===== src/gia_pkg.sv =====
/*
 * constants, field positions and carrier types for the global interrupt
 * aggregator; assumes a 32-bit AHB-Lite register bus and 16 switch ports.
 */
`default_nettype none

package gia_pkg;

	// ------------------------------------------------------------------
	// register byte addresses
	// ------------------------------------------------------------------
	localparam logic [31:0] GIA_OFS_FLAGS = 32'h0001_AC00;
	localparam logic [31:0] GIA_OFS_GATE = 32'h0001_AC04;
	localparam logic [31:0] GIA_OFS_EVENT = 32'h0001_AC08;
	localparam logic [31:0] GIA_OFS_EVMASK = 32'h0001_AC0C;

	// ------------------------------------------------------------------
	// field positions (same layout in every register)
	// ------------------------------------------------------------------
	localparam int unsigned GIA_NUM_PORTS = 16;
	localparam int unsigned GIA_BIT_RST_SYM = 4;
	localparam int unsigned GIA_BIT_MCAST_SYM = 5;
	localparam int unsigned GIA_BIT_MGMT_BUS = 6;
	localparam int unsigned GIA_BIT_FABRIC_ERR = 7;
	localparam int unsigned GIA_BIT_LAT_EXP = 14;
	localparam int unsigned GIA_BIT_PORT_LO = 16;
	localparam int unsigned GIA_BIT_PORT_HI = 31;
	localparam logic [31:0] GIA_DEFINED_MASK = 32'hFFFF_40F0;

	// ------------------------------------------------------------------
	// reset values
	// ------------------------------------------------------------------
	localparam logic [31:0] GIA_GATE_RST = 32'h0000_0000;
	localparam logic [31:0] GIA_EVENT_RST = 32'h0000_0000;
	localparam logic [31:0] GIA_EVMASK_RST = 32'h0000_0000;
	localparam logic [31:0] GIA_RDATA_RST = 32'h0000_0000;
	localparam logic GIA_INT_N_RST = 1'b1;

	// ------------------------------------------------------------------
	// bus encodings
	// ------------------------------------------------------------------
	localparam logic [1:0] GIA_HTRANS_NONSEQ = 2'h2;
	localparam logic [1:0] GIA_HTRANS_SEQ = 2'h3;
	localparam logic GIA_HRESP_OKAY = 1'b0;

	// ------------------------------------------------------------------
	// carriers; vectors are indexed by port number
	// ------------------------------------------------------------------
	typedef struct packed {
		logic [15:0] reset_symbol_req;
		logic [15:0] mcast_event_req;
		logic mgmt_bus_req;
		logic fabric_transfer_error;
		logic [15:0] latency_expiry_req;
		logic [15:0] port_lt_err;
		logic [15:0] port_err_stat;
		logic [15:0] port_int_stat;
	} gia_src_s;

	typedef struct packed {
		logic valid;
		logic write;
		logic [31:0] addr;
	} gia_cmd_s;

endpackage : gia_pkg

`default_nettype wire


===== src/gia_flag_merge.sv =====
/*
 * merges the raw requests of every source into the flags word;
 * assumes requests come from logic on the same clock.
 */
`timescale 1ns/1ps
`default_nettype none

module gia_flag_merge (
	input wire gia_pkg::gia_src_s i_src,
	output logic [31:0] o_flags
);

	logic [31:0] flags;

	// ------------------------------------------------------------------
	// per-port bits, port 15 lowest
	// ------------------------------------------------------------------
	genvar p;
	generate
		for (p = 0; p < gia_pkg::GIA_NUM_PORTS; p++) begin : g_port
			// any of the three port causes raises the port bit
			assign flags[gia_pkg::GIA_BIT_PORT_HI - p] = i_src.port_lt_err[p] |
				i_src.port_err_stat[p] | i_src.port_int_stat[p];
		end
	endgenerate

	// ------------------------------------------------------------------
	// global sources, reserved bits tied low
	// ------------------------------------------------------------------
	assign flags[3:0] = 4'h0;
	assign flags[gia_pkg::GIA_BIT_RST_SYM] = |i_src.reset_symbol_req;
	assign flags[gia_pkg::GIA_BIT_MCAST_SYM] = |i_src.mcast_event_req;
	assign flags[gia_pkg::GIA_BIT_MGMT_BUS] = i_src.mgmt_bus_req;
	assign flags[gia_pkg::GIA_BIT_FABRIC_ERR] = i_src.fabric_transfer_error;
	assign flags[13:8] = 6'h00;
	assign flags[gia_pkg::GIA_BIT_LAT_EXP] = |i_src.latency_expiry_req;
	assign flags[15] = 1'b0;

	assign o_flags = flags;

endmodule : gia_flag_merge

`default_nettype wire


===== src/gia_ahb_front.sv =====
/*
 * AHB-Lite address-phase capture: presents the live address phase and
 * the registered data-phase command; assumes a single master.
 */
`timescale 1ns/1ps
`default_nettype none

module gia_ahb_front (
	input wire logic i_ref_clk,
	input wire logic i_arst_n,
	input wire logic i_hsel,
	input wire logic [31:0] i_haddr,
	input wire logic [1:0] i_htrans,
	input wire logic i_hwrite,
	input wire logic i_hready,
	output var gia_pkg::gia_cmd_s o_addr_ph,
	output var gia_pkg::gia_cmd_s o_data_ph
);

	gia_pkg::gia_cmd_s addr_ph;
	gia_pkg::gia_cmd_s nxt_data_ph;
	gia_pkg::gia_cmd_s data_ph_ff;

	// ------------------------------------------------------------------
	// address phase decode
	// ------------------------------------------------------------------
	always_comb begin
		addr_ph.valid = i_hsel & i_hready &
			((i_htrans == gia_pkg::GIA_HTRANS_NONSEQ) | (i_htrans == gia_pkg::GIA_HTRANS_SEQ));
		addr_ph.write = i_hwrite;
		addr_ph.addr = {i_haddr[31:2], 2'h0}; // word aligned
	end

	// data phase follows one accepted address phase
	always_comb begin
		nxt_data_ph = data_ph_ff;
		if (i_hready) begin
			nxt_data_ph = addr_ph;
		end
	end

	always_ff @(posedge i_ref_clk or negedge i_arst_n) begin
		if (!i_arst_n) begin
			data_ph_ff <= '0;
		end else begin
			data_ph_ff <= nxt_data_ph;
		end
	end

	assign o_addr_ph = addr_ph;
	assign o_data_ph = data_ph_ff;

endmodule : gia_ahb_front

`default_nettype wire


===== src/gia_top.sv =====
/*
 * global interrupt aggregator: flags, gate and event registers on
 * AHB-Lite, active-low host interrupt pin and masked event interrupt.
 * assumes source requests are synchronous to i_ref_clk.
 */
// Design decision made here: the AHB-Lite register port.
// Functional notes
// - a source reaches the host pin only when its gate bit is set.
// - flags bit 14 is one while any broadcast buffer latency has expired.
// - flags bits 16 to 31 show ports 15 down to 0, read only, reset zero.
// - a port bit joins its transport error, error status and interrupt causes.
// - gate bits 4 to 7 are read-write, reset zero, for the four global sources.
// - gate bit 14 is a read-write latency gate that resets to zero.
// - gate bits 16 to 31 are read-write port gates, bit 16 for port 15.
// - each flag is the plain OR of its source requests, never latched.
// - an interrupt is raised whenever a flag and its gate are both set.
// - flags bits 4 and 5 combine the reset and multicast symbol requests.
`timescale 1ns/1ps
`default_nettype none

module gia_top (
	input wire logic i_ref_clk,
	input wire logic i_arst_n,
	input wire logic i_hsel,
	input wire logic [31:0] i_haddr,
	input wire logic [1:0] i_htrans,
	input wire logic i_hwrite,
	input wire logic [2:0] i_hsize,
	input wire logic [31:0] i_hwdata,
	input wire logic i_hready,
	output logic o_hreadyout,
	output logic o_hresp,
	output logic [31:0] o_hrdata,
	input wire gia_pkg::gia_src_s i_src,
	output logic o_int_n,
	output logic o_evt_irq
);

	gia_pkg::gia_cmd_s addr_ph;
	gia_pkg::gia_cmd_s data_ph;
	logic [31:0] flags;
	logic [31:0] gate_ff;
	logic [31:0] nxt_gate_ff;
	logic [31:0] event_ff;
	logic [31:0] nxt_event_ff;
	logic [31:0] evmask_ff;
	logic [31:0] nxt_evmask_ff;
	logic [31:0] flags_prev_ff;
	logic [31:0] hrdata_ff;
	logic [31:0] nxt_hrdata_ff;
	logic int_n_ff;
	logic nxt_int_n_ff;
	logic evt_irq_ff;
	logic nxt_evt_irq_ff;
	logic wr_en;
	logic [31:0] wr_bits;
	logic [31:0] rise;

	// ------------------------------------------------------------------
	// leaf blocks
	// ------------------------------------------------------------------
	gia_flag_merge u_merge (
		.i_src(i_src),
		.o_flags(flags)
	);

	gia_ahb_front u_front (
		.i_ref_clk(i_ref_clk),
		.i_arst_n(i_arst_n),
		.i_hsel(i_hsel),
		.i_haddr(i_haddr),
		.i_htrans(i_htrans),
		.i_hwrite(i_hwrite),
		.i_hready(i_hready),
		.o_addr_ph(addr_ph),
		.o_data_ph(data_ph)
	);

	// ------------------------------------------------------------------
	// register writes in the data phase
	// ------------------------------------------------------------------
	// only defined bit positions can be written
	assign wr_en = data_ph.valid & data_ph.write;
	assign wr_bits = i_hwdata & gia_pkg::GIA_DEFINED_MASK;
	assign rise = flags & ~flags_prev_ff;

	// gate, event and event mask next values
	always_comb begin
		nxt_gate_ff = gate_ff;
		nxt_evmask_ff = evmask_ff;
		nxt_event_ff = event_ff;
		if (wr_en && (data_ph.addr == gia_pkg::GIA_OFS_GATE)) begin
			nxt_gate_ff = wr_bits;
		end
		if (wr_en && (data_ph.addr == gia_pkg::GIA_OFS_EVMASK)) begin
			nxt_evmask_ff = wr_bits;
		end
		if (wr_en && (data_ph.addr == gia_pkg::GIA_OFS_EVENT)) begin
			nxt_event_ff = event_ff & ~wr_bits; // write one to clear
		end
		nxt_event_ff = nxt_event_ff | rise; // new edge beats the clear
	end

	always_ff @(posedge i_ref_clk or negedge i_arst_n) begin
		if (!i_arst_n) begin
			gate_ff <= gia_pkg::GIA_GATE_RST;
			evmask_ff <= gia_pkg::GIA_EVMASK_RST;
			event_ff <= gia_pkg::GIA_EVENT_RST;
			flags_prev_ff <= gia_pkg::GIA_EVENT_RST;
		end else begin
			gate_ff <= nxt_gate_ff;
			evmask_ff <= nxt_evmask_ff;
			event_ff <= nxt_event_ff;
			flags_prev_ff <= flags;
		end
	end

	// ------------------------------------------------------------------
	// read data, captured in the address phase
	// ------------------------------------------------------------------
	// forwards a write still in its data phase; unmapped reads give zero
	always_comb begin
		nxt_hrdata_ff = hrdata_ff;
		if (addr_ph.valid && !addr_ph.write) begin
			case (addr_ph.addr)
				gia_pkg::GIA_OFS_FLAGS: nxt_hrdata_ff = flags;
				gia_pkg::GIA_OFS_GATE: nxt_hrdata_ff = nxt_gate_ff;
				gia_pkg::GIA_OFS_EVENT: nxt_hrdata_ff = nxt_event_ff;
				gia_pkg::GIA_OFS_EVMASK: nxt_hrdata_ff = nxt_evmask_ff;
				default: nxt_hrdata_ff = gia_pkg::GIA_RDATA_RST;
			endcase
		end
	end

	// ------------------------------------------------------------------
	// interrupt outputs
	// ------------------------------------------------------------------
	// host pin from gated live flags, event line from masked sticky bits
	always_comb begin
		nxt_int_n_ff = ~|(flags & gate_ff);
		nxt_evt_irq_ff = |(event_ff & evmask_ff);
	end

	always_ff @(posedge i_ref_clk or negedge i_arst_n) begin
		if (!i_arst_n) begin
			hrdata_ff <= gia_pkg::GIA_RDATA_RST;
			int_n_ff <= gia_pkg::GIA_INT_N_RST;
			evt_irq_ff <= 1'b0;
		end else begin
			hrdata_ff <= nxt_hrdata_ff;
			int_n_ff <= nxt_int_n_ff;
			evt_irq_ff <= nxt_evt_irq_ff;
		end
	end

	// zero wait states, always OKAY
	assign o_hreadyout = 1'b1;
	assign o_hresp = gia_pkg::GIA_HRESP_OKAY;
	assign o_hrdata = hrdata_ff;
	assign o_int_n = int_n_ff;
	assign o_evt_irq = evt_irq_ff;
endmodule : gia_top

`default_nettype wire


===== config.mk =====
export PLATFORM = sky130hd
export DESIGN_NAME = gia_top
export DESIGN_NICKNAME = d
export VERILOG_FILES = /design/src/gia_pkg.sv /design/src/gia_flag_merge.sv /design/src/gia_ahb_front.sv /design/src/gia_top.sv
export SDC_FILE = /design/constraint.sdc
export NUM_CORES = 1
export LEC_CHECK = 0
export BUFFER_PORTS_ARGS = -buffer_cell sky130_fd_sc_hd__buf_2
export CAP_MARGIN = 40
export CORE_MARGIN = 2
export CORE_UTILIZATION = 50
export CTS_CLUSTER_SIZE = 10
export DETAILED_ROUTE_END_ITERATION = 8
export HOLD_SLACK_MARGIN = 0.12
export PLACE_DENSITY = 0.8
export REMOVE_ABC_BUFFERS = 1
export SETUP_SLACK_MARGIN = 0.4
export SYNTH_ARGS = -nofsm -noshare
export SYNTH_HDL_FRONTEND = slang
export SYNTH_HIERARCHICAL = 1
export SYNTH_SLANG_ARGS = --single-unit

===== constraint.sdc =====
create_clock -name i_ref_clk -period 2.6 [get_ports i_ref_clk]
set_input_delay 0.26 -clock i_ref_clk [delete_from_list [all_inputs] [get_ports i_ref_clk]]
set_output_delay 0.26 -clock i_ref_clk [all_outputs]
set_load 0.02 [all_outputs]

---- Yosys cells after proc, flatten, opt, wreduce, memory -nomap -nowiden ----
Index checks and enable logic that the tools add are counted.
cells by class
  eq/ne operators ......................... 9
  mux-type cells .......................... 4
  bitwise gates (word level) .............. 43
  reductions and logical operators ........ 11
operator list
  operator                count
  $eq A30 B15 Y1 const B  7
  $and A32 B32 Y32        4
  $pmux W32 S4            1
  $mux W32                3
  $not A32 Y32            2
  $reduce_or A32 Y1       2
  $reduce_or A16 Y1       3
  $or A1 B1 Y1            33
  $or A32 B32 Y32         1
  $eq A2 B2 Y1 const B    2
  $logic_and A1 B1 Y1     4
  $and A1 B1 Y1           3
  $logic_not A1 Y1        2
storage, ports and cells
  register bits after elaboration ......... 183
  input port bits ......................... 172
  output and inout bits ................... 36
  logic and storage cells ................. 77

---- Longest topological paths before layout ----
  word-level depth ........................ 5
  depth in mapped cells ................... 9

---- Hierarchy ----
The synthesis kept the hierarchy.
modules (own cells, without submodules)
  module          instances  cells an instance  area each (um2)
  gia_top         1          675                7,454.6
  gia_ahb_front   1          106                1,615.3
  gia_flag_merge  1          45                 295.3

---- Worst setup path after synthesis ----
No wires, ideal clock.
  path type ............................... flip-flop to flip-flop
  from .................................... register u_front.data_ph_ff, in the netlist u_front/o_data_ph[21]
  to ...................................... register hrdata_ff[22], in the netlist o_hrdata[22]
  arrival ................................. 2.261 ns
  slack ................................... 0.207 ns
  stages on the path, launching flop included .. 8
  path buffers ............................ 1
  cells stage by stage .................... dfrtp_1 nor4_2 nand4_2 nor4_4 buf_6 mux2_4 a2111oi_1 o21ai_1
on the way
  elaborated cells between the ends (all ways) .. 11
  those cells by class .................... 3 x eq/ne; 4 x mux; 1 x bitwise; 3 x reduce/logical
RTL lines
  element                   line                 text
  start: declaration        gia_ahb_front.sv:22  gia_pkg::gia_cmd_s data_ph_ff;
  start signal: assignment  gia_ahb_front.sv:46  data_ph_ff <= nxt_data_ph;
  $eq A30 B15 Y1            gia_top.sv:92        if (wr_en && (data_ph.addr == gia_pkg::GIA_OFS_GATE)) begin
  $logic_and A1 B1 Y1       gia_top.sv:92
  $mux W32                  gia_top.sv:92
  via nxt_gate_ff[22]       gia_top.sv:43        logic [31:0] nxt_gate_ff;
  $pmux W32 S4              gia_top.sv:125       case (addr_ph.addr)
  end signal: assignment    gia_top.sv:146       hrdata_ff <= gia_pkg::GIA_RDATA_RST;
  end signal: assignment    gia_top.sv:150       hrdata_ff <= nxt_hrdata_ff;
  end: declaration          gia_top.sv:49        logic [31:0] hrdata_ff;
The timed path passes the listed nets, and every way through them passes these cells.
A chain may end at the register's enable or synchronous reset.

---- Worst setup path in the final report ----
  from .................................... register u_front.data_ph_ff, in the netlist u_front/o_data_ph[27]
  to ...................................... register hrdata_ff[27], in the netlist o_hrdata[27]
The elaborated chain is that of the path after synthesis.

==> flow_summary_export.csv <==
group,metric,value,unit
run_status,status,"complete, but fails checks",
run_status,violations,"negative setup slack",
yosys,ys_async_sr_fraction,100,%
final_layout,ff_latch_area,0.00486,mm2
sta,tightest_slew,0.652,ns
global_route,grt_overflow_total,0,
placement,post-dp-hpwl,17600,um
detailed_routing,avgViaCountPerCell,6.16,
placement,gp_routability_congestion,0.833,
yosys,syn-cell-area,0.00937,mm2
clock_network,root_buffer,"clkbuf_16",
yosys,syn-mean-instance-area,11.3,um2
yosys,yosysMostFrequentCell,"dfrtp_1",
setup_path,cp_common_cell,"nor4_4",
sta,hold_viol_final,0,
setup_path,critical-path-slowest-cell,"dfrtp_1",
power_and_ir_drop,leakage,5.49,nW
floorplanning,fp.dieArea,0.0198,mm2
detailed_routing,drt-total-wl,29100,um
detailed_routing,drc,0,
yosys,synthTopCellsByArea,"dfrtp_1, mux2_4, buf_4, a22oi_1, o31ai_1",
setup_path,path_cells,"nor4_4 > nand4_2 > nor4_4 > buf_6 > buf_12 > mux2_4 > a2111oi_4 > o21ai_2",
final_layout,layout-drive-gt1-share,36.3,%
setup_path,critPathTopFamily,"simple AND/OR/NAND/NOR gates",
setup_path,start_kind,"flip-flop",
final_layout,fillCellCount,1292,
final_layout,multi_input_area,0.00440,mm2
yosys,yosysWarnings,6,
global_route,grt_pass1_wl,44900,um
sta,slew_violations,0,
power_and_ir_drop,power_density,504,mW/mm2
sta,fmax,0.369,GHz
detailed_routing,drt_iter0_drc,791,
global_route,grt_pass1_vias,8482,
clock_network,cts_max_path_buffers,2,
yosys,synth_edf_count,0,
yosys,synth_common_cells,"dfrtp_1, nand2_1, buf_4",
hold_path,hold_class,"in -> reg",
setup_path,crit_path_end_kind,"flip-flop",
setup_path,max_stage_delay,0.44,ns
detailed_routing,drt-pass1-iter-count,5,
sta,worst_slack,-0.110,ns
clock_network,cts_buffers,17,
placement,io_buffers,188,
flow_run,max_cap_viol_count,0,
power_and_ir_drop,p_total,0.00620,W
sta,maxSlewHeadroom,56.5,%
sta,post-route-min-period,2.71,ns
final_layout,n_antenna_cell,0,
floorplanning,num_io_pins,208,
yosys,ys_seq_area_share,51.9,%
yosys,synth_cell_types,43,
global_route,antenna_found_initial,0,
sta,setup-tns-final,-0.196,ns
power_and_ir_drop,p_int,0.00464,W
clock_network,clock_sinks,194,
detailed_routing,final_antenna_net_count,0,
global_route,track_usage,29.3,%
setup_path,cp.required,2.91,ns
detailed_routing,wl_per_cell,22.2,um
clock_network,cts_tree,"built",
power_and_ir_drop,power_frac_comb,9.5,%
sta,final.period_utilization,104,%
setup_path,path_buf_inv,2,
clock_network,path_clk_slew,0.07,ns
yosys,synth_ff_type,"dfrtp_1",
setup_path,crit_fanout,7,
power_and_ir_drop,power_frac_clock,39.7,%
final_layout,area_growth_syn_to_layout,31.5,%
clock_network,ctsHtreeMaxLevel,4,
final_layout,utilization,66.5,%
clock_network,clk_latency,0.45,ns
yosys,ys_ff_latch,194,
sta,holdWs,0.127,ns
power_and_ir_drop,p_sw,0.00157,W
floorplanning,die_h,141,um
detailed_routing,num_vias,8101,
power_and_ir_drop,switching_share,25.2,%
yosys,synthCells,826,
floorplanning,dieWidth,141,um
setup_path,cp.arrival,3.02,ns
sta,setup_viol,7,
placement,dp.cells,1201,
sta,fin_skew,0.0110,ns
floorplanning,core,0.0185,mm2
floorplanning,rows,50,
final_layout,nets,1240,
power_and_ir_drop,peakVddDrop,460,uV
global_route,grt_max_degree,78,
floorplanning,initial_utilization,50.6,%
yosys,yosys.area.top_type,"dfrtp_1",
sta,rsz0062_at_grt,"true",
setup_path,worstSetupPathType,"reg -> reg",
yosys,synth.top_cell.area_share,51.6,%
power_and_ir_drop,seqPwrFrac,50.7,%
final_layout,layoutNonFillerInstCount,1315,
[worst paths after layout]
check / start / slack, ns / end / cells past startpoint
min in group asynchronous: i_arst_n / 0.39 / u_front/o_data_ph[26] / 2
max in group asynchronous: i_arst_n / 1.48 / gate_ff[27] / 3
worst max register to register: u_front/o_data_ph[27] / -0.11 / o_hrdata[27] / 8
worst min register to register: u_front/o_data_ph[33] / 0.48 / u_front/o_data_ph[33] / 1
worst min-delay path: i_src[4] / 0.13 / flags_prev_ff[27] / 2
worst max-delay path: u_front/o_data_ph[27] / -0.11 / o_hrdata[27] / 8
[power groups by stage]
stage,clock [W],sequential [W],combinational [W]
detailed placement,0,0.00319,0.000480
floorplan,0,0.00318,0.000183
CTS,0.00247,0.00313,0.000564
global placement,0,0.00318,0.000469
global route,0.00259,0.00315,0.000633
finish,0.00247,0.00315,0.000592
[layer usage]
| metal | GRT usage (%) | routed length (um) |
|---|---|---|
| met4 | 14.7 | 1290 |
| met2 | 49.5 | 14400 |
| met5 | 0 | 0 |
| met3 | 5.57 | 2560 |
| met1 | 36.1 | 10900 |
[through the flow]
step | cell area [um2] | setup WS, ns
2_1_floorplan | 8760 | -1.37
3_3_place_gp | 10400 | -0.0852
3_5_place_dp | 10400 | -0.0753
4_1_cts | 12100 | 0.117
5_1_grt | 12300 | -0.141
6_report | 12300 | -0.110
[sequential cells by signal (all words and copies together), names as in the netlist]
signal	count
event_ff	32
evmask_ff	32
flags_prev_ff	32
gate_ff	32
o_hrdata	32
u_front/o_data_ph	32
o_evt_irq	1
o_int_n	1
[cell usage in the layout, fill, tap and decap left out, drive strengths merged, types with 6 or more instances in the layout]
cell and count:
buf 239, dfrtp 193, dlygate4sd3 69, nand2 65
mux2 63, a21oi 42, o31ai 42, a22oi 42
nand4 35, o21ai 32, nand3 23, nor2b 22
and2 22, nand2b 22, nor4 22, a2111oi 21
clkbuf 19, inv 18, conb 17, or3 16
a21o 12, clkinv 7, a22o 6, a221oi 6
[timing repair]
action	CTS	global route
setup buffers	7	4
cloned	1	1
gates resized for setup	52	40
pin swaps	4	9
endpoints found under the setup margin	32	61
hold buffers	69	0
hold endpoints to repair	129	0
[layout make-up]
cell class | count | share of cell area (%)
flip-flops and latches | 194 | 39.4
multi-input cells | 532 | 35.7
repair buffers | 309 | 17.6
clock buffers | 18 | 3.57
well taps | 234 | 2.38
clock inverters | 14 | 0.864
inverters | 14 | 0.427
[cell families (layout without fill, tap and decap cells)]
kind of cell    count (synthesis)  in the layout  share of synthesized area (%)
other cells                     4             17                          0.160
simple gates                  249            249                           16.1
buf+inv                       113            355                           7.52
compound gates                203            203                           15.0
flops                         194            194                           51.9
mux                            63             63                           9.42
[worst register-to-register path, stage by stage (launching register included)]
cell and delay, ns:
dfrtp_1 0.44, nor4_4 0.36, nand4_2 0.24, nor4_4 0.36
buf_6 0.22, buf_12 0.14, mux2_4 0.32, a2111oi_4 0.38
o21ai_2 0.13
(Power assumes the default switching activity.)
